==> src/common/pbvc_map.vh <==
`ifndef PBVC_MAP_VH
`define PBVC_MAP_VH
// ==========================================
// Register byte offsets
`define PBVC_CTRL_OFF      8'h00
`define PBVC_MEAS_A_OFF    8'h04
`define PBVC_MEAS_B_OFF    8'h08
`define PBVC_MEAS_C_OFF    8'h0c
`define PBVC_MPV_OFF       8'h10
`define PBVC_SET_BOOST_OFF 8'h14
`define PBVC_SET_TIME_OFF  8'h18
`define PBVC_SET_BYP_OFF   8'h1c
`define PBVC_SET_INJ_OFF   8'h20
`define PBVC_SET_INJSH_OFF 8'h24
`define PBVC_STATUS_OFF    8'h28
// ==========================================
// Control register bit positions
`define PBVC_B_BOOST_SEL   0
`define PBVC_B_LOCAL_CTL   1
`define PBVC_B_HEAT_REC    2
`define PBVC_B_GC_BYPASS   3
`define PBVC_B_BYP_FN_EN   4
`define PBVC_B_PARALLEL    5
`define PBVC_B_LP_RUN      6
`define PBVC_B_HP_FAULT    7
`define PBVC_B_OUT_ERR     8
`define PBVC_B_MP_ERR      9
`define PBVC_B_FAST_UNLD   10
`define PBVC_B_CASE_PRES   11
`define PBVC_B_PACK_PRES   12
// ==========================================
// Reset values
`define PBVC_CTRL_RST      32'h00001840
`define PBVC_BOOST_RST     32'h00041d1d
`define PBVC_TIME_RST      32'h012c003c
`define PBVC_BYP_RST       32'h00020404
`define PBVC_INJ_RST       32'h00148c8c
`define PBVC_INJSH_RST     32'h00000404
// ==========================================
// Timing
`define PBVC_CLK_HZ        25000000
`define PBVC_TICK_MS       1000
`define PBVC_MPV_HOLD_S    180
`endif

==> src/verilog/pbvc_valve_control.v <==
// Summary of operation
// - Relay ten shows booster enable state
// - Enable needs select yes, local control no
// - Normal mode: outdoor above switch-on temperature
// - Recovery: gas cooler outlet above threshold
// - Recovery with bypass: recovery outlet compared
// - Midpressure valve opening held three minutes
// - Minimum standstill before enabling again
// - Any lost condition drops enable at the next tick, a lost valve opening one tick later
// - Block on no LP, HP fault, sensor error
// - Switch-off temperature is switch-on minus hysteresis
// - Bypass valve only without booster, function enabled
// - Open bypass on low case or pack superheat
// - Close bypass when both exceed min plus hysteresis
// - Single sensor: use available superheat only
// - Fast unload forces bypass valve off
// - Injection valve is plain on/off output
// - Injection needs bypass function off, booster off or parallel
// - Injection on at head temperature limit
// - Injection off at limit minus hysteresis
// - Injection off on low case/pack superheat
// - Superheat injection back on above min plus hysteresis
//
// Register access over APB and the register offsets were decided locally.
`include "pbvc_map.vh"

module pbvc_valve_control #(
    parameter TICK_CYCLES = (`PBVC_CLK_HZ / 1000) * `PBVC_TICK_MS
) (
    // Clock and reset
    input  wire        clk,
    input  wire        reset_n,
    // APB slave
    input  wire        psel,
    input  wire        penable,
    input  wire        pwrite,
    input  wire [7:0]  paddr,
    input  wire [31:0] pwdata,
    output reg  [31:0] prdata,
    output reg         pready,
    output reg         pslverr,
    // Outputs to plant
    output reg         relay10Out,
    output reg         bypassValveOut,
    output reg         injectionValveOut
);

    // ==========================================
    // Register file
    reg [31:0] ctrl_reg;
    reg [31:0] measA_reg;
    reg [31:0] measB_reg;
    reg [31:0] measC_reg;
    reg [31:0] mpv_reg;
    reg [31:0] setBoost_reg;
    reg [31:0] setTime_reg;
    reg [31:0] setByp_reg;
    reg [31:0] setInj_reg;
    reg [31:0] setInjSh_reg;

    // Access edge is the first access cycle; pready blocks a second
    // write while the master still holds the same request
    wire access = psel & penable & ~pready;
    // Read-only status is assembled at the end of the module
    wire [31:0] statusWord;
    reg  mapped;
    reg  [31:0] rdMux;

    always @* begin
        mapped = 1'b1;
        rdMux  = 32'h00000000;
        case (paddr)
            `PBVC_CTRL_OFF:      rdMux = ctrl_reg;
            `PBVC_MEAS_A_OFF:    rdMux = measA_reg;
            `PBVC_MEAS_B_OFF:    rdMux = measB_reg;
            `PBVC_MEAS_C_OFF:    rdMux = measC_reg;
            `PBVC_MPV_OFF:       rdMux = mpv_reg;
            `PBVC_SET_BOOST_OFF: rdMux = setBoost_reg;
            `PBVC_SET_TIME_OFF:  rdMux = setTime_reg;
            `PBVC_SET_BYP_OFF:   rdMux = setByp_reg;
            `PBVC_SET_INJ_OFF:   rdMux = setInj_reg;
            `PBVC_SET_INJSH_OFF: rdMux = setInjSh_reg;
            `PBVC_STATUS_OFF:    rdMux = statusWord;
            default:             mapped = 1'b0;
        endcase
    end

    // One wait state: pready rises the cycle after setup+access
    always @(posedge clk or negedge reset_n) begin
        if (!reset_n) begin
            pready       <= 1'b0;
            pslverr      <= 1'b0;
            prdata       <= 32'h00000000;
            ctrl_reg     <= `PBVC_CTRL_RST;
            measA_reg    <= 32'h00000000;
            measB_reg    <= 32'h00000000;
            measC_reg    <= 32'h00000000;
            mpv_reg      <= 32'h00000000;
            setBoost_reg <= `PBVC_BOOST_RST;
            setTime_reg  <= `PBVC_TIME_RST;
            setByp_reg   <= `PBVC_BYP_RST;
            setInj_reg   <= `PBVC_INJ_RST;
            setInjSh_reg <= `PBVC_INJSH_RST;
        end else begin
            pready  <= access;
            pslverr <= access & ~mapped;
            prdata  <= (access & ~pwrite) ? rdMux : 32'h00000000;
            if (access & pwrite) begin
                case (paddr)
                    `PBVC_CTRL_OFF:      ctrl_reg     <= pwdata;
                    `PBVC_MEAS_A_OFF:    measA_reg    <= pwdata;
                    `PBVC_MEAS_B_OFF:    measB_reg    <= pwdata;
                    `PBVC_MEAS_C_OFF:    measC_reg    <= pwdata;
                    `PBVC_MPV_OFF:       mpv_reg      <= pwdata;
                    `PBVC_SET_BOOST_OFF: setBoost_reg <= pwdata;
                    `PBVC_SET_TIME_OFF:  setTime_reg  <= pwdata;
                    `PBVC_SET_BYP_OFF:   setByp_reg   <= pwdata;
                    `PBVC_SET_INJ_OFF:   setInj_reg   <= pwdata;
                    `PBVC_SET_INJSH_OFF: setInjSh_reg <= pwdata;
                    default:             ;
                endcase
            end
        end
    end

    // ==========================================
    // Field decode
    wire boostSel  = ctrl_reg[`PBVC_B_BOOST_SEL];
    wire localCtl  = ctrl_reg[`PBVC_B_LOCAL_CTL];
    wire heatRec   = ctrl_reg[`PBVC_B_HEAT_REC];
    wire gcBypass  = ctrl_reg[`PBVC_B_GC_BYPASS];
    wire bypFnEn   = ctrl_reg[`PBVC_B_BYP_FN_EN];
    wire parallel  = ctrl_reg[`PBVC_B_PARALLEL];
    wire lpRun     = ctrl_reg[`PBVC_B_LP_RUN];
    wire hpFault   = ctrl_reg[`PBVC_B_HP_FAULT];
    wire outErr    = ctrl_reg[`PBVC_B_OUT_ERR];
    wire mpErr     = ctrl_reg[`PBVC_B_MP_ERR];
    wire fastUnld  = ctrl_reg[`PBVC_B_FAST_UNLD];
    wire casePres  = ctrl_reg[`PBVC_B_CASE_PRES];
    wire packPres  = ctrl_reg[`PBVC_B_PACK_PRES];

    // Measurements are signed whole degrees or kelvin
    wire signed [16:0] outdoorT = {measA_reg[15], measA_reg[15:0]};
    wire signed [16:0] gcOutT   = {measA_reg[31], measA_reg[31:16]};
    wire signed [16:0] hrOutT   = {measB_reg[15], measB_reg[15:0]};
    wire signed [16:0] headT    = {measB_reg[31], measB_reg[31:16]};
    wire signed [16:0] caseSh   = {measC_reg[15], measC_reg[15:0]};
    wire signed [16:0] packSh   = {measC_reg[31], measC_reg[31:16]};
    wire        [7:0]  mpvOpen  = mpv_reg[7:0];

    // Switch-on temperatures may be negative
    wire signed [16:0] onNorm = {{9{setBoost_reg[7]}}, setBoost_reg[7:0]};
    wire signed [16:0] onRec  = {{9{setBoost_reg[15]}},
                                 setBoost_reg[15:8]};
    wire signed [16:0] bHyst  = {9'h000, setBoost_reg[23:16]};
    wire        [7:0]  mpvMin = setTime_reg[7:0];
    wire        [15:0] idleS  = setTime_reg[31:16];
    wire signed [16:0] minCB  = {9'h000, setByp_reg[7:0]};
    wire signed [16:0] minPB  = {9'h000, setByp_reg[15:8]};
    wire signed [16:0] shHyst = {9'h000, setByp_reg[23:16]};
    wire signed [16:0] limN   = {9'h000, setInj_reg[7:0]};
    wire signed [16:0] limR   = {9'h000, setInj_reg[15:8]};
    wire signed [16:0] iHyst  = {9'h000, setInj_reg[23:16]};
    wire signed [16:0] minCI  = {9'h000, setInjSh_reg[7:0]};
    wire signed [16:0] minPI  = {9'h000, setInjSh_reg[15:8]};

    // ==========================================
    // Control tick
    // Last count of one control period; a tick is one clock wide
    localparam [31:0] TICK_LAST = TICK_CYCLES - 1;

    reg  [31:0] tickCnt_reg;
    reg         tick_reg;

    always @(posedge clk or negedge reset_n) begin
        if (!reset_n) begin
            tickCnt_reg <= 32'h00000000;
            tick_reg    <= 1'b0;
        end else if (tickCnt_reg >= TICK_LAST) begin
            tickCnt_reg <= 32'h00000000;
            tick_reg    <= 1'b1;
        end else begin
            tickCnt_reg <= tickCnt_reg + 32'h00000001;
            tick_reg    <= 1'b0;
        end
    end

    // ==========================================
    // Booster enable
    // Hold interval in ticks; must fit the counter width
    localparam [7:0] MPV_HOLD = `PBVC_MPV_HOLD_S;

    reg [7:0]  mpvCnt_reg;
    reg [15:0] idleCnt_reg;
    reg [7:0]  mpvCnt_next;
    reg [15:0] idleCnt_next;

    wire signed [16:0] boostT = !heatRec ? outdoorT :
                                gcBypass ? hrOutT : gcOutT;
    wire signed [16:0] boostOn = heatRec ? onRec : onNorm;
    wire tempOk = relay10Out ? (boostT > boostOn - bHyst)
                             : (boostT > boostOn);
    // Opening must hold for the full interval
    wire mpvOk  = (mpvCnt_reg >= MPV_HOLD);
    wire idleOk = (idleCnt_reg >= idleS);
    wire blocked = ~lpRun | hpFault | outErr | mpErr;
    wire modeOk = boostSel & ~localCtl;
    // Any missing term drops the relay at the next tick
    wire condOk  = modeOk & ~blocked;
    wire plantOk = tempOk & mpvOk;
    // Standstill only gates a fresh start, not a running one
    wire startOk = relay10Out | idleOk;
    wire boostNext = condOk & plantOk & startOk;

    always @* begin
        mpvCnt_next  = mpvCnt_reg;
        idleCnt_next = idleCnt_reg;
        if (mpvOpen <= mpvMin) begin
            mpvCnt_next = 8'h00;
        end else if (!mpvOk) begin
            mpvCnt_next = mpvCnt_reg + 8'h01;
        end
        // Saturates so a long idle never wraps to zero
        if (relay10Out) begin
            idleCnt_next = 16'h0000;
        end else if (idleCnt_reg != 16'hffff) begin
            idleCnt_next = idleCnt_reg + 16'h0001;
        end
    end

    always @(posedge clk or negedge reset_n) begin
        if (!reset_n) begin
            mpvCnt_reg  <= 8'h00;
            idleCnt_reg <= 16'h0000;
            relay10Out  <= 1'b0;
        end else if (tick_reg) begin
            mpvCnt_reg  <= mpvCnt_next;
            idleCnt_reg <= idleCnt_next;
            relay10Out  <= boostNext;
        end
    end

    // ==========================================
    // Hot gas bypass valve
    // Absent sensor neither opens nor holds
    wire bypLow  = (casePres & (caseSh < minCB)) |
                   (packPres & (packSh < minPB));
    wire bypHigh = (~casePres | (caseSh > minCB + shHyst)) &
                   (~packPres | (packSh > minPB + shHyst)) &
                   (casePres | packPres);
    // Allowed only without booster, no unload
    wire bypAllow = ~relay10Out & bypFnEn & ~fastUnld;

    reg bypassValve_next;

    // Between the two thresholds the valve keeps its state
    always @* begin
        bypassValve_next = bypassValveOut;
        if (!bypAllow || !(casePres || packPres)) begin
            bypassValve_next = 1'b0;
        end else if (bypLow) begin
            bypassValve_next = 1'b1;
        end else if (bypHigh) begin
            bypassValve_next = 1'b0;
        end
    end

    always @(posedge clk or negedge reset_n) begin
        if (!reset_n) begin
            bypassValveOut <= 1'b0;
        end else if (tick_reg) begin
            bypassValveOut <= bypassValve_next;
        end
    end

    // ==========================================
    // Suction gas injection valve
    reg headOn_reg;
    reg shBlock_reg;

    wire signed [16:0] headLim = heatRec ? limR : limN;
    wire shLow  = (casePres & (caseSh < minCI)) |
                  (packPres & (packSh < minPI));
    wire shHigh = (~casePres | (caseSh > minCI + shHyst)) &
                  (~packPres | (packSh > minPI + shHyst));
    wire injAvail = ~bypFnEn & (~relay10Out | parallel);

    reg headOn_next;
    reg shBlock_next;

    always @* begin
        headOn_next  = headOn_reg;
        shBlock_next = shBlock_reg;
        // On at limit, off at limit minus hysteresis
        if (headT >= headLim) begin
            headOn_next = 1'b1;
        end else if (headT <= headLim - iHyst) begin
            headOn_next = 1'b0;
        end
        // Low superheat blocks, released above hysteresis
        if (shLow) begin
            shBlock_next = 1'b1;
        end else if (shHigh) begin
            shBlock_next = 1'b0;
        end
    end

    // The valve follows the latches of the previous tick: one tick of
    // extra reaction time, traded for a short output path
    always @(posedge clk or negedge reset_n) begin
        if (!reset_n) begin
            headOn_reg        <= 1'b0;
            shBlock_reg       <= 1'b0;
            injectionValveOut <= 1'b0;
        end else if (tick_reg) begin
            headOn_reg        <= headOn_next;
            shBlock_reg       <= shBlock_next;
            injectionValveOut <= injAvail & headOn_reg & ~shBlock_reg;
        end
    end

    // ==========================================
    // Status word
    // Latch states are exposed so software can see why a valve is shut
    assign statusWord = {25'h0000000, shBlock_reg, headOn_reg,
                         idleOk, mpvOk, injectionValveOut,
                         bypassValveOut, relay10Out};

endmodule

==> config.mk <==
export PLATFORM = sky130hd
export DESIGN_NAME = pbvc_valve_control
export DESIGN_NICKNAME = d
export VERILOG_FILES = /design/src/verilog/pbvc_valve_control.v
export VERILOG_INCLUDE_DIRS = /design/src /design/src/common
export SDC_FILE = /design/constraint.sdc
export NUM_CORES = 1
export LEC_CHECK = 0
export BUFFER_PORTS_ARGS = -buffer_cell sky130_fd_sc_hd__buf_2
export CORE_MARGIN = 2
export CORE_UTILIZATION = 50
export CTS_CLUSTER_SIZE = 12
export DETAILED_ROUTE_END_ITERATION = 7
export GPL_TIMING_DRIVEN = 0
export MAX_ROUTING_LAYER = met4
export PLACE_DENSITY = 0.66
export SETUP_SLACK_MARGIN = 0.05
export SYNTH_ARGS = -nofsm -noshare
export SYNTH_HDL_FRONTEND = slang
export SYNTH_SLANG_ARGS = --single-unit
export TNS_END_PERCENT = 1
==> constraint.sdc <==
create_clock -name clk -period 6.2 [get_ports clk]
set_clock_uncertainty 0.15 [all_clocks]
set_input_delay 0.93 -clock clk [delete_from_list [all_inputs] [get_ports clk]]
set_output_delay 0.93 -clock clk [all_outputs]
set_load 0.005 [all_outputs]
==> results.sh <==
export IMPL_grt_overflow=0
export IMPL_r2r_end="relay10Out$_DFFE_PN0P_"
export IMPL_clk_path_buf_depth=3
export IMPL_n_antenna_cell=0
export IMPL_crit_end="relay10Out$_DFFE_PN0P_"
export IMPL_crit_family="compound AO/OA/AOI/OAI gates"
export IMPL_grt_use_met1_pct=43.5
export IMPL_synth_edf_count=0
export IMPL_die_area_sq_um=48800
export IMPL_regToRegSetupSlack_ps=690
export IMPL_layout_common_cells="dfrtp_1 (383), mux2_2 (323), ha_1 (200)"
export IMPL_syn2layout_area_growth_pct=11.8
export IMPL_postCtsSetupRepairBufs=0
export IMPL_cts_resized=0
export IMPL_maxSlewHeadroom_pct=26.2
export IMPL_cts_sinks=416
export IMPL_critPathKind="register to register"
export IMPL_via_per_inst=6.41
export IMPL_yosys_area_top_type="dfrtp_1"
export IMPL_routedWlPerCell_um=27.6
export IMPL_leakagePower_nw=12.6
export IMPL_core_area_sq_um=46500
export IMPL_fin_crit_ps=5510
export IMPL_cp_slowest_stage_delay_ps=660
export IMPL_grt_pass1_vias=18300
export IMPL_antenna_found_initial=1
export IMPL_synth_top_cell_area_share_pct=40.7
export IMPL_arrival_ps=5850
export IMPL_cp_depth=22
export IMPL_ys_seq_elements=416
export IMPL_maxCapViolations=0
export IMPL_fin_total_pwr_mw=6.33
export IMPL_ioPinCount=82
export IMPL_die_x_um=221
export IMPL_clock_root_buffer="clkbuf_16"
export IMPL_max_freq_mhz=181
export IMPL_clock_latency_ps=610
export IMPL_slew_viol_final=0
export IMPL_hold_path_class="primary input to asynchronous set/reset pin"
export IMPL_worstPathMaxFanout=10
export IMPL_crit_chain="clkbuf_1, clkbuf_1, mux2i_1, ha_1, inv_1, fa_1, a21o_1, a21oi_1, o21bai_1, a21oi_1, nor2b_1, o21bai_1, nand2_1, ha_1, ha_1, nand4_1, inv_1, a221oi_1, nand3_1, a21oi_1, o21ai_0, nor2b_1"
export IMPL_avgSynthCellArea_sq_um=11.2
export IMPL_use_met2_pct=49.3
export IMPL_end_kind="register"
export IMPL_tritoncts="done"
export IMPL_gr_max_usage_layer="met2"
export IMPL_dr_first_iter_drc_count=1770
export IMPL_tightest_slew_ps=1110
export IMPL_drc_errors=0
export IMPL_portBuffers=48
export IMPL_postSynthCellCount=2100
export IMPL_cpMaxStageDelayCell="clkbuf_1"
export IMPL_p_per_area_nw_per_um2=241
export IMPL_drive_gt1_share_pct=23.6
export IMPL_worst_setup_path_start_kind="register"
export IMPL_drtPass1Iterations=6
export IMPL_r2r_start="ctrl_reg[2]$_DFFE_PN0P_"
export IMPL_cts_clk_slew_worst_paths_ps=60
export IMPL_r2r_cells=22
export IMPL_cts_max_level=2
export IMPL_synth_seq_area_share_pct=44.4
export IMPL_hold_violations=0
export IMPL_fillers=3947
export IMPL_async_reset_ff_share_pct=100
export IMPL_hold_buffers=0
export IMPL_use_met3_pct=7.36
export IMPL_rsz0062_at_grt="no"
export IMPL_synth_ff_type="dfrtp_1"
export IMPL_grt_pass1_wl_um=117000
export IMPL_via_count=18300
export IMPL_gr_usage_all_layers_pct=33.1
export IMPL_start_util_pct=50.6
export IMPL_yosysWarningCount=0
export IMPL_status="finished, final reports clean"
export IMPL_dp_hpwl_um=58700
export IMPL_syn_cell_area_sq_um=23500
export IMPL_core_rowCount=79
export IMPL_place_inst=2765
export IMPL_critPathLaunch="ctrl_reg[2]$_DFFE_PN0P_"
export IMPL_timing_final_crit_share_pct=88.9
export IMPL_worstPathRequired_ps=6530
export IMPL_ant_nets=0
export IMPL_final_common_cell="dfrtp_1"
export IMPL_die_y_um=221
export IMPL_synth_distinct_cells=66
export IMPL_gp_congestion=1.01
export IMPL_final_nets=2458
export IMPL_ir_worst_vdd_mv=0.203
export IMPL_synthTopCellsByArea="dfrtp_1 (41%), mux2_2 (15%), ha_1 (11%)"
export IMPL_fin_cells=2853
export IMPL_setup_viol=0
export IMPL_grt_max_degree=105
export IMPL_finalWirelength_um=78800
export IMPL_critical_path_buf_inv_count=4
export IMPL_numCtsBuffers=47
-- area by class of cell --
cell class	count	area (sq um)	share of cell area, %
Multi-Input combinational cell	1449	12100	46.0
Sequential cell	416	10500	39.7
Clock buffer	76	1460	5.54
Tap cell	607	759	2.89
Buffer	115	513	1.95
Inverter	126	473	1.80
Timing Repair Buffer	52	360	1.37
Clock inverter	12	184	0.699
-- cells by family after synthesis --
kind of cell | share of synthesized area (%)
AOI/OAI and AO/OA | 12.7
buffers and inverters | 4.19
other | 0.0159
and+or+nand+nor | 7.78
xor gates and xnor gates | 2.46
DFF | 44.4
muxes | 17.2
adders and majority gates | 11.1
-- synth_stat cells, types with 7 or more instances --
master	instances
a21o_1	39
a21oi_1	92
a221oi_1	40
a22o_1	37
a22oi_1	67
a31oi_1	23
a41oi_1	14
and3_1	7
buf_1	53
buf_2	29
clkbuf_1	27
dfrtp_1	383
dfstp_2	33
ha_1	200
inv_1	125
mux2_2	323
mux2i_1	36
nand2_1	69
nand2b_1	22
nand3_1	35
nand4_1	36
nor2_1	115
nor2b_1	25
nor3_1	21
nor4_1	11
o211ai_1	7
o21a_1	9
o21ai_0	57
o21bai_1	9
or3_1	8
xnor2_1	37
xor2_1	29
-- power breakdown --
group / switching, mW / total [mW] / leakage, nW / internal [mW]
clock network: 1.20 / 2.94 / 0.804 / 1.74
logic: 0.335 / 0.546 / 6.13 / 0.211
registers: 0.0739 / 2.85 / 5.64 / 2.77
total: 1.61 / 6.33 / 12.6 / 4.73
-- layer usage --
layer  part of all wire [%]  vias up
met5                      0        -
li1                       -     7901
met3                    8.7      216
met2                     45      807
met4                    4.5        0
met1                     42     9356
-- stage by stage --
| stage | utilization [%] | setup WS (ps) | area, sq um | setup TNS [ps] | hold WS, ps |
|---|---|---|---|---|---|
| 2_1_floorplan | - | 1800 | 23500 | 0 | 304 |
| 3_3_place_gp | 52.8 | -4210 | 24500 | -1641530 | 295 |
| 3_5_place_dp | 53.1 | 785 | 24700 | 0 | 314 |
| 4_1_cts | 56.6 | 779 | 26300 | 0 | 42.9 |
| 5_1_grt | 56.6 | 399 | 26300 | 0 | 55.9 |
| 6_report | 56.6 | 686 | 26300 | 0 | 45.5 |
-- worst min-delay path by stage --
stage	start	to	slack (ps)
2_1_floorplan	pready$_DFF_PN0_	pready$_DFF_PN0_	300
3_3_place_gp	pready$_DFF_PN0_	pready$_DFF_PN0_	300
3_5_place_dp	pready$_DFF_PN0_	pready$_DFF_PN0_	310
4_1_cts	reset_n	measC_reg[8]$_DFFE_PN0P_	40
5_1_grt	reset_n	measC_reg[8]$_DFFE_PN0P_	60
6_report	reset_n	measC_reg[8]$_DFFE_PN0P_	50
(Power assumes the default switching activity.)
